File: src/pkg/motor_cfg_pkg.sv
// package: register map, field layout and types for the motor startup/closed-loop config bank
package motor_cfg_pkg;
	localparam int                  ADDR_W            = 8;
	localparam logic [ADDR_W-1:0]   STARTUP_B_OFFSET  = 8'h86;
	localparam logic [ADDR_W-1:0]   SPEED_A_OFFSET    = 8'h88;
	localparam logic [ADDR_W-1:0]   STARTUP_B_ADDR    = 8'h18;  // index 86h times four, low byte
	localparam logic [ADDR_W-1:0]   SPEED_A_ADDR      = 8'h20;  // index 88h times four, low byte
	localparam logic [31:0]         STARTUP_B_RESET   = 32'h00000000;
	localparam logic [31:0]         SPEED_A_RESET     = 32'h00000000;
	// writable bits; everything else reads zero
	localparam logic [31:0]         STARTUP_B_WMASK   = 32'h7FFFFFFF;
	localparam logic [31:0]         SPEED_A_WMASK     = 32'h7FFFFFFE;
	localparam logic [4:0]          ALIGN_CODE_MAX    = 5'h1C;
	localparam int                  ALIGN_LSB         = 8;
	localparam int                  RATE_PCT_LSB      = 4;
	localparam int                  FREQ_SEL_BIT      = 3;
	localparam int                  RAMP_LSB          = 0;
	localparam int                  OVERMOD_BIT       = 30;
	localparam int                  ACCEL_LSB         = 25;
	localparam int                  DECEL_SRC_BIT     = 24;
	localparam int                  DECEL_LSB         = 19;
	localparam int                  SURGE_BIT         = 3;
	localparam int                  GAP_BIT           = 2;
	localparam int                  VREG_OFF_BIT      = 1;

	typedef struct packed {
		logic [4:0] align_code;
		logic       align_valid;
		logic [8:0] align_deg;
		logic [3:0] initial_rotation_rate_pct;
		logic       first_cycle_from_pct;
		logic [2:0] theta_ramp_code;
	} startup_cfg_type;

	typedef struct packed {
		logic       overmod_on;
		logic [4:0] regulated_accel_rate;
		logic       decel_source_choice;
		logic [4:0] regulated_decel_rate;
		logic [4:0] effective_decel_rate;
		logic       surge_guard_on;
		logic       gap_time_correction_on;
		logic       velocity_regulator_off;
	} closed_loop_cfg_type;

	// an all-zero startup register decodes to a valid zero-degree angle
	localparam startup_cfg_type     STARTUP_CFG_RESET = '{
		align_code:                5'h00,
		align_valid:               1'b1,
		align_deg:                 9'h000,
		initial_rotation_rate_pct: 4'h0,
		first_cycle_from_pct:      1'b0,
		theta_ramp_code:           3'h0
	};
	localparam closed_loop_cfg_type CLOSED_LOOP_CFG_RESET = '0;
	// select bit clear at reset means the open-loop first cycle runs at 0 Hz
	localparam logic                ZERO_HZ_RESET         = 1'b1;
endpackage
File: src/design/align_angle_decode.sv
// align-angle code to degrees decoder
`timescale 1ns/1ps
`default_nettype none
module align_angle_decode (
	input  wire logic [4:0] code_i,
	output logic      [8:0] degrees_o,
	output logic            valid_o
);
	always_comb begin
		valid_o = (code_i <= motor_cfg_pkg::ALIGN_CODE_MAX);
		case (code_i)
			5'h00: degrees_o = 9'h000;
			5'h01: degrees_o = 9'd10;
			5'h02: degrees_o = 9'd20;
			5'h03: degrees_o = 9'd30;
			5'h04: degrees_o = 9'd45;
			5'h05: degrees_o = 9'd60;
			5'h06: degrees_o = 9'd70;
			5'h07: degrees_o = 9'd80;
			5'h08: degrees_o = 9'd90;
			5'h09: degrees_o = 9'd110;
			5'h0A: degrees_o = 9'd120;
			5'h0B: degrees_o = 9'd135;
			5'h0C: degrees_o = 9'd150;
			5'h0D: degrees_o = 9'd160;
			5'h0E: degrees_o = 9'd170;
			5'h0F: degrees_o = 9'd180;
			5'h10: degrees_o = 9'd190;
			5'h11: degrees_o = 9'd210;
			5'h12: degrees_o = 9'd225;
			5'h13: degrees_o = 9'd240;
			5'h14: degrees_o = 9'd250;
			5'h15: degrees_o = 9'd260;
			5'h16: degrees_o = 9'd270;
			5'h17: degrees_o = 9'd280;
			5'h18: degrees_o = 9'd290;
			5'h19: degrees_o = 9'd315;
			5'h1A: degrees_o = 9'd330;
			5'h1B: degrees_o = 9'd340;
			5'h1C: degrees_o = 9'd350;
			// reserved codes fall back to zero degrees
			default: degrees_o = 9'h000;
		endcase
	end
endmodule
`default_nettype wire

File: src/design/motor_startup_closed_loop_cfg.sv
// APB register bank holding startup and closed-loop speed regulation settings
`timescale 1ns/1ps
`default_nettype none
// Overview of operation
// align-angle field bits 12:8 decodes to rotor alignment angle in degrees
// code 1Ch is 350 degrees; codes 1Dh-1Fh reserved and flagged invalid
// bits 7:4 give open-loop first-cycle frequency, 1 to 50 percent
// bit 3 picks 0 Hz or the percentage field for open-loop first cycle
// bits 2:0 pick the theta error ramp rate, 0.01 to 2 deg/ms
// closed-loop register sits at index 88h and resets to zero
// bit 31 reserved zero; overmod, accel, decel source, decel fields above
// bits 3:1 surge guard, gap-time correction, regulator off; bit 0 reads zero
// startup register sits at index 86h and resets to zero
// reserved bits read zero, ignore writes; fields read back last write
module motor_startup_closed_loop_cfg (
	input  wire logic                          mclk_i,
	input  wire logic                          resetn_i,
	input  wire logic                          clk_en_i,
	input  wire logic                          psel_i,
	input  wire logic                          penable_i,
	input  wire logic                          pwrite_i,
	input  wire logic [7:0]                    paddr_i,
	input  wire logic [31:0]                   pwdata_i,
	input  wire logic [3:0]                    pstrb_i,
	output logic      [31:0]                   prdata_o,
	output logic                               pready_o,
	output logic                               pslverr_o,
	output motor_cfg_pkg::startup_cfg_type     startup_cfg_o,
	output motor_cfg_pkg::closed_loop_cfg_type closed_loop_cfg_o,
	output logic                               first_cycle_zero_hz_o
);
	logic                               rst_sync1_ff;
	logic                               rst_sync2_ff;
	logic [31:0]                        startup_ff;
	logic [31:0]                        speed_ff;
	logic [31:0]                        prdata_ff;
	logic                               pslverr_ff;
	logic [31:0]                        nxt_prdata;
	logic [31:0]                        nxt_startup;
	logic [31:0]                        nxt_speed;
	logic [31:0]                        wr_mask;
	logic                               hit_startup;
	logic                               hit_speed;
	logic                               access;
	logic                               wr_startup;
	logic                               wr_speed;
	logic [8:0]                         align_deg;
	logic                               align_valid;
	motor_cfg_pkg::startup_cfg_type     startup_cfg_ff;
	motor_cfg_pkg::startup_cfg_type     nxt_startup_cfg;
	motor_cfg_pkg::closed_loop_cfg_type closed_loop_cfg_ff;
	motor_cfg_pkg::closed_loop_cfg_type nxt_closed_loop_cfg;
	logic                               zero_hz_ff;

	// one mask byte per strobe line; unstrobed lanes keep their old value
	for (genvar lane = 0; lane < 4; lane++) begin : g_lane_mask
		assign wr_mask[8*lane +: 8] = {8{pstrb_i[lane]}};
	end

	// only strobed lanes inside the writable mask take the new data
	function automatic logic [31:0] merge_write(
		input logic [31:0] old_val,
		input logic [31:0] data,
		input logic [31:0] lanes,
		input logic [31:0] wmask
	);
		merge_write = (old_val & ~(lanes & wmask)) | (data & lanes & wmask);
	endfunction

	always_ff @(posedge mclk_i or negedge resetn_i) begin
		if (!resetn_i) begin
			rst_sync1_ff <= 1'b0;
			rst_sync2_ff <= 1'b0;
		end else begin
			rst_sync1_ff <= 1'b1;
			rst_sync2_ff <= rst_sync1_ff;
		end
	end

	// zero wait states: the access phase completes in one cycle, two cycles after setup starts
	assign pready_o    = 1'b1;
	assign access      = psel_i & penable_i & clk_en_i;
	assign hit_startup = (paddr_i == motor_cfg_pkg::STARTUP_B_ADDR);
	assign hit_speed   = (paddr_i == motor_cfg_pkg::SPEED_A_ADDR);
	assign wr_startup  = access & pwrite_i & hit_startup;
	assign wr_speed    = access & pwrite_i & hit_speed;

	always_comb begin
		nxt_startup = merge_write(startup_ff, pwdata_i, wr_mask, motor_cfg_pkg::STARTUP_B_WMASK);
		nxt_speed   = merge_write(speed_ff, pwdata_i, wr_mask, motor_cfg_pkg::SPEED_A_WMASK);
	end

	always_ff @(posedge mclk_i or negedge rst_sync2_ff) begin
		if (!rst_sync2_ff) begin
			startup_ff <= motor_cfg_pkg::STARTUP_B_RESET;
		end else if (wr_startup) begin
			startup_ff <= nxt_startup;
		end
	end

	always_ff @(posedge mclk_i or negedge rst_sync2_ff) begin
		if (!rst_sync2_ff) begin
			speed_ff <= motor_cfg_pkg::SPEED_A_RESET;
		end else if (wr_speed) begin
			// bit 31 and bit 0 stay zero through the mask
			speed_ff <= nxt_speed;
		end
	end

	always_comb begin
		nxt_prdata = 32'h00000000;
		case (paddr_i)
			motor_cfg_pkg::STARTUP_B_ADDR: nxt_prdata = startup_ff & motor_cfg_pkg::STARTUP_B_WMASK;
			motor_cfg_pkg::SPEED_A_ADDR:   nxt_prdata = speed_ff & motor_cfg_pkg::SPEED_A_WMASK;
			default:                       nxt_prdata = 32'h00000000;
		endcase
	end

	// read data is registered in the setup cycle so it stands during the access phase
	always_ff @(posedge mclk_i or negedge rst_sync2_ff) begin
		if (!rst_sync2_ff) begin
			prdata_ff <= 32'h00000000;
		end else if (clk_en_i && psel_i && !penable_i) begin
			prdata_ff <= pwrite_i ? 32'h00000000 : nxt_prdata;
		end
	end

	// error flag is taken with the read data; it shows only while the access phase is on
	always_ff @(posedge mclk_i or negedge rst_sync2_ff) begin
		if (!rst_sync2_ff) begin
			pslverr_ff <= 1'b0;
		end else if (clk_en_i && psel_i && !penable_i) begin
			pslverr_ff <= !(hit_startup || hit_speed);
		end
	end

	assign prdata_o  = prdata_ff;
	assign pslverr_o = pslverr_ff & psel_i & penable_i;

	align_angle_decode u_align (
		.code_i    (startup_ff[motor_cfg_pkg::ALIGN_LSB +: 5]),
		.degrees_o (align_deg),
		.valid_o   (align_valid)
	);

	always_comb begin
		nxt_startup_cfg.align_code                = startup_ff[motor_cfg_pkg::ALIGN_LSB +: 5];
		nxt_startup_cfg.align_deg                 = align_deg;
		nxt_startup_cfg.align_valid               = align_valid;
		nxt_startup_cfg.initial_rotation_rate_pct = startup_ff[motor_cfg_pkg::RATE_PCT_LSB +: 4];
		nxt_startup_cfg.first_cycle_from_pct      = startup_ff[motor_cfg_pkg::FREQ_SEL_BIT];
		nxt_startup_cfg.theta_ramp_code           = startup_ff[motor_cfg_pkg::RAMP_LSB +: 3];
	end

	always_comb begin
		nxt_closed_loop_cfg.overmod_on             = speed_ff[motor_cfg_pkg::OVERMOD_BIT];
		nxt_closed_loop_cfg.regulated_accel_rate   = speed_ff[motor_cfg_pkg::ACCEL_LSB +: 5];
		nxt_closed_loop_cfg.decel_source_choice    = speed_ff[motor_cfg_pkg::DECEL_SRC_BIT];
		nxt_closed_loop_cfg.regulated_decel_rate   = speed_ff[motor_cfg_pkg::DECEL_LSB +: 5];
		// source choice 1 means deceleration follows the acceleration setting
		nxt_closed_loop_cfg.effective_decel_rate   = speed_ff[motor_cfg_pkg::DECEL_SRC_BIT]
			? speed_ff[motor_cfg_pkg::ACCEL_LSB +: 5] : speed_ff[motor_cfg_pkg::DECEL_LSB +: 5];
		nxt_closed_loop_cfg.surge_guard_on         = speed_ff[motor_cfg_pkg::SURGE_BIT];
		nxt_closed_loop_cfg.gap_time_correction_on = speed_ff[motor_cfg_pkg::GAP_BIT];
		nxt_closed_loop_cfg.velocity_regulator_off = speed_ff[motor_cfg_pkg::VREG_OFF_BIT];
	end

	// decoded views leave on flip-flops, one enabled clock behind the register they mirror;
	// the extra cycle keeps the angle decoder out of the paths that leave the block
	always_ff @(posedge mclk_i or negedge rst_sync2_ff) begin
		if (!rst_sync2_ff) begin
			startup_cfg_ff <= motor_cfg_pkg::STARTUP_CFG_RESET;
		end else if (clk_en_i) begin
			startup_cfg_ff <= nxt_startup_cfg;
		end
	end

	always_ff @(posedge mclk_i or negedge rst_sync2_ff) begin
		if (!rst_sync2_ff) begin
			closed_loop_cfg_ff <= motor_cfg_pkg::CLOSED_LOOP_CFG_RESET;
		end else if (clk_en_i) begin
			closed_loop_cfg_ff <= nxt_closed_loop_cfg;
		end
	end

	// a clear select bit means the open-loop first cycle runs at 0 Hz
	always_ff @(posedge mclk_i or negedge rst_sync2_ff) begin
		if (!rst_sync2_ff) begin
			zero_hz_ff <= motor_cfg_pkg::ZERO_HZ_RESET;
		end else if (clk_en_i) begin
			zero_hz_ff <= ~startup_ff[motor_cfg_pkg::FREQ_SEL_BIT];
		end
	end

	assign startup_cfg_o         = startup_cfg_ff;
	assign closed_loop_cfg_o     = closed_loop_cfg_ff;
	assign first_cycle_zero_hz_o = zero_hz_ff;
endmodule
`default_nettype wire

File: config.mk
export PLATFORM = sky130hd
export DESIGN_NAME = motor_startup_closed_loop_cfg
export DESIGN_NICKNAME = d
export VERILOG_FILES = /design/src/pkg/motor_cfg_pkg.sv /design/src/design/align_angle_decode.sv /design/src/design/motor_startup_closed_loop_cfg.sv
export SDC_FILE = /design/constraint.sdc
export NUM_CORES = 1
export LEC_CHECK = 0
export BUFFER_PORTS_ARGS = -buffer_cell sky130_fd_sc_hd__buf_2
export CAP_MARGIN = 20
export CORE_ASPECT_RATIO = 0.6
export CORE_MARGIN = 5
export CORE_UTILIZATION = 59
export CTS_BUF_LIST = sky130_fd_sc_hd__clkbuf_8 sky130_fd_sc_hd__clkbuf_16
export CTS_CLUSTER_SIZE = 20
export DETAILED_ROUTE_END_ITERATION = 16
export PLACE_DENSITY = 0.85
export SYNTH_ARGS = -nofsm -noshare
export SYNTH_HDL_FRONTEND = slang
export SYNTH_SLANG_ARGS = --single-unit
File: constraint.sdc
create_clock -name mclk_i -period 6.55 [get_ports mclk_i]
set_input_delay 0.9825 -clock mclk_i [delete_from_list [all_inputs] [get_ports mclk_i]]
set_output_delay 0.9825 -clock mclk_i [all_outputs]
set_load 0.005 [all_outputs]
# ---- Yosys cells after proc, flatten, opt, wreduce, memory -nomap -nowiden
# Memories as Yosys holds them, arrays and structs flattened. A register that Yosys moved wholly into a read port is not among the register bits.
# Index checks and enable logic that the tools add are counted.
# Widths: inputs -> output; s select.
dict set report word_totals {
  reg_bits 134
  rom_bits 288
  input_bits 50
  memories 1
}
dict set report classes {
  order_cmp 1
  n_eq_ne 2
  muxes 3
  bitwise 15
  n_reduce_logical 6
}
# memory depth width rd rd_ports_with_merged_regs write_ports line_no
set mem_list {}
lappend mem_list {{(no name shown)} 32 9 1 1 0 align_angle_decode.sv:11} ;# case (code_i)
# op count
set ops {}
lappend ops {{$and 32x32->32} 2}
lappend ops {{$not 31->32} 2}
lappend ops {{$or 32x31->32} 2}
lappend ops {{$pmux 31 s2} 1}
lappend ops {{$and 31x31->31} 1}
lappend ops {{$mux 31} 1}
lappend ops {{$eq 8x5->1 const B} 1}
lappend ops {{$eq 8x6->1 const B} 1}
lappend ops {{$and 1x1->1} 7}
lappend ops {{$le 5x5->1 const B} 1}
lappend ops {{$mux 5} 1}
lappend ops {{$logic_not 1->1} 3}
lappend ops {{$logic_and 1x1->1} 2}
lappend ops {{$logic_or 1x1->1} 1}
lappend ops {{$not 1->1} 1}

# ---- Depth between registers and ports, before layout
# Gate-level depths: netlist (run 1).
dict set report depth {
  ltp_word 4
  mapped_depth 7
  mapped_depth_nobuf 6
}

# ---- By module
# A second synthesis (run 1) with hierarchy kept.
dict set report unflattened {
  hier_cells 478
  area_unflattened_um2 6168.4
}
# module n_inst cells_each area_each_um2 seq_area_each_um2
set by_module_without_submodules {}
lappend by_module_without_submodules {motor_startup_closed_loop_cfg 1 398 5631.7 3480.8}
lappend by_module_without_submodules {align_angle_decode 1 80 536.8 0.0}

# ---- Worst setup path before layout (run 1)
# OpenSTA, ideal clock, no wires.
dict set report synth_timing {
  kind {input port to flip-flop}
  from {in paddr_i[1]}
  to {reg with a tool-made name}
  arrival_ns 2.434
  t_required_ns 6.422
  setup_slack_ns 3.989
  cell_stages 4
  cell_sequence {or4_4 -> nor4_4 -> nand2_2 -> mux2_1}
}
# element line_no
set synth_lines {}
lappend synth_lines {{start, declared} motor_startup_closed_loop_cfg.sv:22} ;# input wire logic [7:0] paddr_i,

# ---- Final worst setup path (run 1)
dict set report layout_timing {
  from {in clk_en_i}
  to {reg prdata_ff[13] (netlist: prdata_o[13])}
}
dict set report layout_via {
  elab_chain_len 2
}
# element line_no
set layout_rtl {}
lappend layout_rtl {{start, declared} motor_startup_closed_loop_cfg.sv:18} ;# input wire logic clk_en_i,
lappend layout_rtl {{$logic_and 1x1->1 (2 in series)} motor_startup_closed_loop_cfg.sv:123} ;# end else if (clk_en_i && psel_i && !penable_i) begin
lappend layout_rtl {{end signal, assigned} motor_startup_closed_loop_cfg.sv:124} ;# prdata_ff <= pwrite_i ? 32'h00000000 : nxt_prdata;
lappend layout_rtl {{end, declared} motor_startup_closed_loop_cfg.sv:36} ;# logic [31:0] prdata_ff;
# No other way between the ends.
# A chain may end at the register's enable or synchronous reset.

==> flow_summary.json, run 1 <==
{
  "grt_pass1_wl_mm": 23.65,
  "status": "finished clean",
  "yosys.area_share.simple": 0.07890,
  "synth_edf_count": 0,
  "yosys.area.top_type": "dfrtp_1",
  "place_worst_setup_slack_ns": 3.115,
  "worstSetupPathType": "input port to flop",
  "grt_start_max_net_pins": 81,
  "start_kind": "input port",
  "rsz0062_at_grt": "false",
  "max_freq_ghz": 0.3305,
  "firstDrtPassIters": 5,
  "grtUsageTotal": 0.2504,
  "hp-class": "flop to asynchronous set/reset pin",
  "post-route-period-util": 0.4619,
  "synthAdderAreaFrac": 0.01465,
  "clkSlewWorstSetupHoldPaths_ns": 0.06,
  "ios": 128,
  "start_util": 0.6051,
  "leakagePower_nw": 3.738,
  "grt_antenna_before_repair": 0,
  "crit_fanout": 59,
  "place_congestion": 0.8122,
  "netlist_area_sq_um": 5978,
  "cts_hold_buffers": 0,
  "drt-initial-drc-count": 426,
  "viasPerCell": 5.852,
  "synth.area.top_cells": "dfrtp_1, mux2_2, a22oi_1",
  "r2r_end": "startup_cfg_o[10]",
  "ir_drop_mv": 0.2171,
  "finalMaxSlewViolations": 0,
  "yosysWarnings": 0,
  "post-cts-setup-buffer-count": 0,
  "grt_pass1_vias": 4548,
  "fp.dieArea_sq_um": 12310,
  "setup_viol": 0,
  "crit_required_ns": 6.87,
  "final_core_util": 0.7470,
  "tightest_slew_ns": 1.101,
  "drive_above_1_share": 0.4293,
  "synth.distinct_cells": 46,
  "drtAntennaViolNets": 0,
  "ys_async_sr_fraction": 1.000,
  "yosysSeqAreaShare": 0.5823,
  "post_cts_resized": 0,
  "synth_ff_type": "dfrtp_1",
  "h-tree-depth": 4,
  "die_w_um": 140.0,
  "synth_compound_area_frac": 0.1069,
  "drc_errors": 0,
  "portBuffers": 124,
  "synthMuxAreaShare": 0.1917,
  "hold_viol": 0,
  "powerDensity_nw_per_um2": 270.5,
  "cts_tree": "yes",
  "max_cap_violations": 0,
  "syn_avg_cell_area_sq_um": 12.43,
  "finalClockSkew_ns": 0.007532,
  "fp-row-count": 28,
  "clock_sinks": 139,
  "coreArea_sq_um": 9879,
  "area_growth_pct": 23.44,
  "min_period_ns": 3.025,
  "multi_input_area_sq_um": 2359,
  "layout.nets": 659,
  "clockBufferDepth": 2,
  "numCtsBuffers": 17,
  "slew_headroom": 0.2660,
  "cp-end-kind": "flop",
  "seq_area_sq_um": 3485,
  "synth-seq-cells": 139,
  "wl_mm": 14.84,
  "fin_setup_tns_ns": 0,
  "fill_cells": 664,
  "critPathArrivalTime_ns": 3.35,
  "synth.top_cell.area_share": 0.5735,
  "vias": 4389,
  "wl_per_cell_um": 19.78,
  "r2r_setup_slack_ns": 4.32,
  "globalRouteOverflowTotal": 0,
  "synth_xor_xnor_area_share": 0,
  "syn-instance-count": 481,
  "setup_slack_ns": 3.525,
  "die_h_um": 87.97,
  "hpwlAfterDp_mm": 10.03,
  "r2r_cells": 6,
  "synth_top_family_by_area": "multiplexers",
  "clockRootBuffer": "clkbuf_16",
  "n_antenna_cell": 0,
  "clkLatencyLatePin_ns": 0.41
}
## cell usage in the layout, fill, tap and decap left out, drive strengths merged, types with 2 or more instances in the layout
| cell type | Yosys | routed |
|---|---|---|
| o21ai | 37 | 37 |
| nor4 | 2 | 2 |
| nand2b | 2 | 2 |
| ha | 7 | 7 |
| or3 | 2 | 2 |
| a21oi | 15 | 15 |
| mux2i | 11 | 11 |
| a21boi | 2 | 2 |
| dfstp | 2 | 2 |
| o31ai | 2 | 2 |
| a31oi | 4 | 4 |
| mux2 | 90 | 90 |
| bufinv | 0 | 4 |
| a22oi | 29 | 29 |
| nand2 | 46 | 46 |
| clkinv | 0 | 2 |
| nand3b | 4 | 4 |
| nor2b | 6 | 6 |
| clkbuf | 21 | 22 |
| conb | 2 | 3 |
| buf | 8 | 130 |
| a32oi | 3 | 3 |
| dfrtp | 137 | 137 |
| inv | 7 | 9 |
| clkinvlp | 0 | 2 |
| nor2 | 24 | 24 |
## worst max-delay path, cell delays in order
cell and delay (ns):
buf_2 0.07, buf_4 0.54, nand3b_1 0.13, buf_4 0.30, nor2_2 0.65, buf_4 0.35
a22oi_1 0.13, o21ai_0 0.16
## cell families after synthesis
kind of cell               after synthesis
AOI/OAI and AO/OA                      102
adders and majority gates                7
buffers and inverters                   36
DFF                                    139
muxes                                  102
other                                    2
and+or+nand+nor                         93
## Yosys cell counts, types with 2 or more instances
cell / n
a32oi_1: 3
a31oi_1: 4
ha_1: 7
nand3b_1: 4
nor2_1: 23
o31ai_1: 2
conb_1: 2
mux2_1: 5
o21ai_0: 37
buf_2: 2
buf_1: 4
mux2_2: 85
a21oi_1: 15
nand2b_1: 2
inv_1: 7
a21boi_0: 2
dfrtp_1: 137
nand2_2: 8
nor4_4: 2
nand2_1: 38
dfstp_2: 2
mux2i_1: 11
a22oi_1: 29
clkbuf_1: 21
buf_4: 2
nor2b_1: 6
or3_1: 2
## final cells by class
class | count | area share
timing repair buffer | 130 | 0.09291
clock buffer | 22 | 0.06697
clock inverter | 10 | 0.02187
sequential | 139 | 0.4722
tap | 135 | 0.02289
inverter | 7 | 0.003561
multi-input combinational | 307 | 0.3196
## report_power, final
part | switching [W] | internal (W)
combinational | 0.0000467 | 0.0000271
clock | 0.000361 | 0.000688
sequential | 0.00000616 | 0.000867
total | 0.000414 | 0.00158
## routing by layer
layer,share of wire,global-route usage,vias up
met5,0,0,-
met4,0.021,0.09587,0
met3,0.075,0.07256,29
met2,0.46,0.3873,186
met1,0.44,0.3424,2209
li1,-,-,1965
## through the flow
step | instances | power [W] | hold slack (ns) | instance area, sq um
finish | 750 | 0.001996 | 0.1154 | 7380
global route | 750 | 0.002059 | 0.1226 | 7380
CTS | 749 | 0.002003 | 0.3356 | 7352
detailed placement | 717 | 0.0009610 | 0.3496 | 6696
global placement | 717 | 0.0009574 | 0.3372 | 6696
floorplan | 482 | 0.0009231 | 0.3312 | 5982
## worst max path at each step
stage,from,endpoint,cells after the start
5_1_grt,clk_en_i,prdata_o[26],8
2_1_floorplan,rst_sync2_ff,asynchronous set/reset pin,0
6_report,clk_en_i,prdata_o[13],8
3_5_place_dp,clk_en_i,prdata_o[13],8
3_3_place_gp,clk_en_i,prdata_o[13],8
4_1_cts,clk_en_i,prdata_o[26],8
(Power assumes the default switching activity.)
==> run 2: changes to the inputs <==
ABC_AREA = 1   (was not set)
CORE_UTILIZATION = 50   (was 59)
PLACE_DENSITY = 0.76   (was 0.85)
clock period = 2.5 ns   (was 6.55 ns; I/O delays follow)
==> run 2 against run 1 <==
- clock power rose by 130%
- total power rose by 150%
- critical path depth rose by 2
- clock skew rose by 0.0041 ns
- combinational power rose to 2.9 times the previous value
- final area rose by 4.6%
- setup slack got worse by 2.9 ns
- critical endpoint is now startup_cfg_o[12]
- largest cell class unchanged
==> flow_summary.json, run 2 <==
{
  "tightest_slew_ns": 0.7416,
  "synth-seq-cells": 139,
  "synth.top_cell.area_share": 0.5335,
  "max_cap_violations": 0,
  "powerDensity_nw_per_um2": 635.9,
  "use_met3": 0.06997,
  "finalClockSkew_ns": 0.01161,
  "final_cell_count_no_fill": 1057,
  "ys_async_sr_fraction": 1.000,
  "grt_pass1_wl_mm": 27.88,
  "yosys-top-cells-count": "nand2_1, dfrtp_1, nand3_1",
  "syn-instance-count": 768,
  "gr-usage-met2": 0.3083,
  "start_kind": "flop",
  "fp-row-count": 32,
  "viasPerCell": 5.380,
  "final_common_cell": "nand2_1",
  "synth.area.top_cells": "dfrtp_1, nand2_1, nand3_1",
  "clkLatencyLatePin_ns": 0.42,
  "layout_common_cells": "nand2_1, dfrtp_1, buf_2",
  "netlist_area_sq_um": 6426,
  "grt_pass1_vias": 5304,
  "numCtsBuffers": 17,
  "clockRootBuffer": "clkbuf_16",
  "cts_tree": "yes",
  "die_h_um": 97.82,
  "synth_edf_count": 0,
  "yosysWarnings": 0,
  "multi_input_area_sq_um": 2547,
  "min_period_ns": 1.851,
  "die_w_um": 156.4,
  "drive_above_1_share": 0.2131,
  "clkSlewWorstSetupHoldPaths_ns": 0.06,
  "firstDrtPassIters": 5,
  "vias": 5687,
  "fill_cells": 1158,
  "busiest_layer": "met1",
  "synth.distinct_cells": 26,
  "hold_viol": 0,
  "crit_required_ns": 2.80,
  "fin_setup_tns_ns": 0,
  "slew_headroom": 0.5056,
  "met1_usage": 0.3544,
  "yosysSeqAreaShare": 0.5417,
  "n_antenna_cell": 0,
  "fp.dieArea_sq_um": 15290,
  "hp-class": "input port to flop",
  "wl_mm": 17.07,
  "drc_errors": 0,
  "grtUsageTotal": 0.2275,
  "post-synth-top-count-cell": "nand2_1",
  "yosys.area.top_type": "dfrtp_1",
  "ir_drop_mv": 0.4816,
  "clockBufferDepth": 2,
  "max_freq_ghz": 0.5402,
  "crit_fanout": 10,
  "critPathArrivalTime_ns": 2.15,
  "hpwlAfterDp_mm": 11.54,
  "leakagePower_nw": 4.343,
  "h-tree-depth": 4,
  "wl_per_cell_um": 16.15,
  "drt-initial-drc-count": 533,
  "grt_start_max_net_pins": 66,
  "ios": 128,
  "seq_area_sq_um": 3485,
  "drtAntennaViolNets": 0,
  "layout.nets": 931,
  "post-route-period-util": 0.7405,
  "syn_avg_cell_area_sq_um": 8.367,
  "finalMaxSlewViolations": 0,
  "synth_ff_type": "dfrtp_1",
  "globalRouteOverflowTotal": 0,
  "place_congestion": 0.8939,
  "setup_viol": 0,
  "worstSetupPathType": "flop to flop",
  "coreArea_sq_um": 12730,
  "rsz0062_at_grt": "false",
  "clock_sinks": 139,
  "start_util": 0.5047,
  "grt_antenna_before_repair": 1,
  "area_growth_pct": 20.17,
  "portBuffers": 124,
  "status": "finished clean",
  "cp-end-kind": "flop",
  "dp.cells": 1024
}
## run 2: cell count changes in the layout (fill, tap and decap cells not counted), moves of 6 or more
cell,change
a21oi_1,-9
a22oi_1,-29
buf_4,+7
inv_1,+15
mux2_2,-85
mux2i_1,-11
nand2_1,+269
nand2_2,-7
nand3_1,+117
nand4_1,+61
nor2_1,-9
nor2b_1,-6
o21ai_0,-18
## run 2: cell type report
cell class	count	share of cell area
Sequential cell	139	0.4512
Multi-Input combinational cell	550	0.3299
Timing Repair Buffer	142	0.1063
Clock buffer	18	0.05687
Tap cell	170	0.02754
Clock inverter	14	0.01653
Inverter	24	0.01167
## run 2: worst max-delay path, stage by stage (launching register included)
cell and delay [ns]:
dfrtp_1 0.56, inv_1 0.24, ha_1 0.31, inv_1 0.07, nand2_1 0.13, nand2_1 0.14, inv_1 0.07, nand2_1 0.06
nand2_1 0.04, nand2_1 0.05, nand3_1 0.06
## run 2: power breakdown
group          internal (W)  switching [W]
clock network       0.00134        0.00107
registers           0.00227      0.0000259
logic             0.0000655       0.000146
total               0.00367        0.00124
## run 2: per-layer routing
metal,wire length (um),share of wire
met5,13,0.00076
met4,120,0.0070
met3,1639,0.096
met2,7143,0.42
met1,8149,0.48
## run 2: final timing paths
| check | slack, ns | startpoint | depth (start not counted) | end |
|---|---|---|---|---|
| min in group asynchronous | 0.27 | resetn_i | 2 | rst_sync2_ff |
| setup reg to reg | 0.65 | flop | 10 | startup_cfg_o[12] |
| max in group asynchronous | 1.40 | rst_sync2_ff | 1 | first_cycle_zero_hz_o |
| setup / recovery | 0.65 | flop | 10 | startup_cfg_o[12] |
| hold reg to reg | 0.35 | rst_sync1_ff | 0 | rst_sync2_ff |
| hold / removal | 0.22 | pwdata_i[14] | 3 | flop |
## run 2: cell families after synthesis
kind of cell | synth area share
simple gates | 0.3561
flops | 0.5417
buf+inv | 0.06445
compound gates | 0.02298
fa+ha+maj | 0.01363
other cells | 0.001169
## run 2: metrics by stage
stage	setup WS, ns	total power [W]	area (sq um)	util	hold slack, ns
after global routing	0.4841	0.005069	7722	0.6065	0.2151
after detailed placement	0.5240	0.002545	7146	0.5612	0.1623
after global placement	0.5622	0.002543	7146	0.5612	0.1621
after CTS	0.7205	0.004938	7722	0.6065	0.2092
final	0.6487	0.004910	7722	0.6065	0.2198
after floorplan	0.1924	0.002445	6431	-	0.07941
## run 2: what timing repair did
| item | 4_1_cts | 5_1_grt |
|---|---|---|
| gates resized for setup | 0 | 0 |
| hold buffers | 1 | 0 |
| hold endpoints to repair | 2 | 0 |
| setup endpoints to repair | 0 | 0 |
| buffers inserted | 0 | 0 |
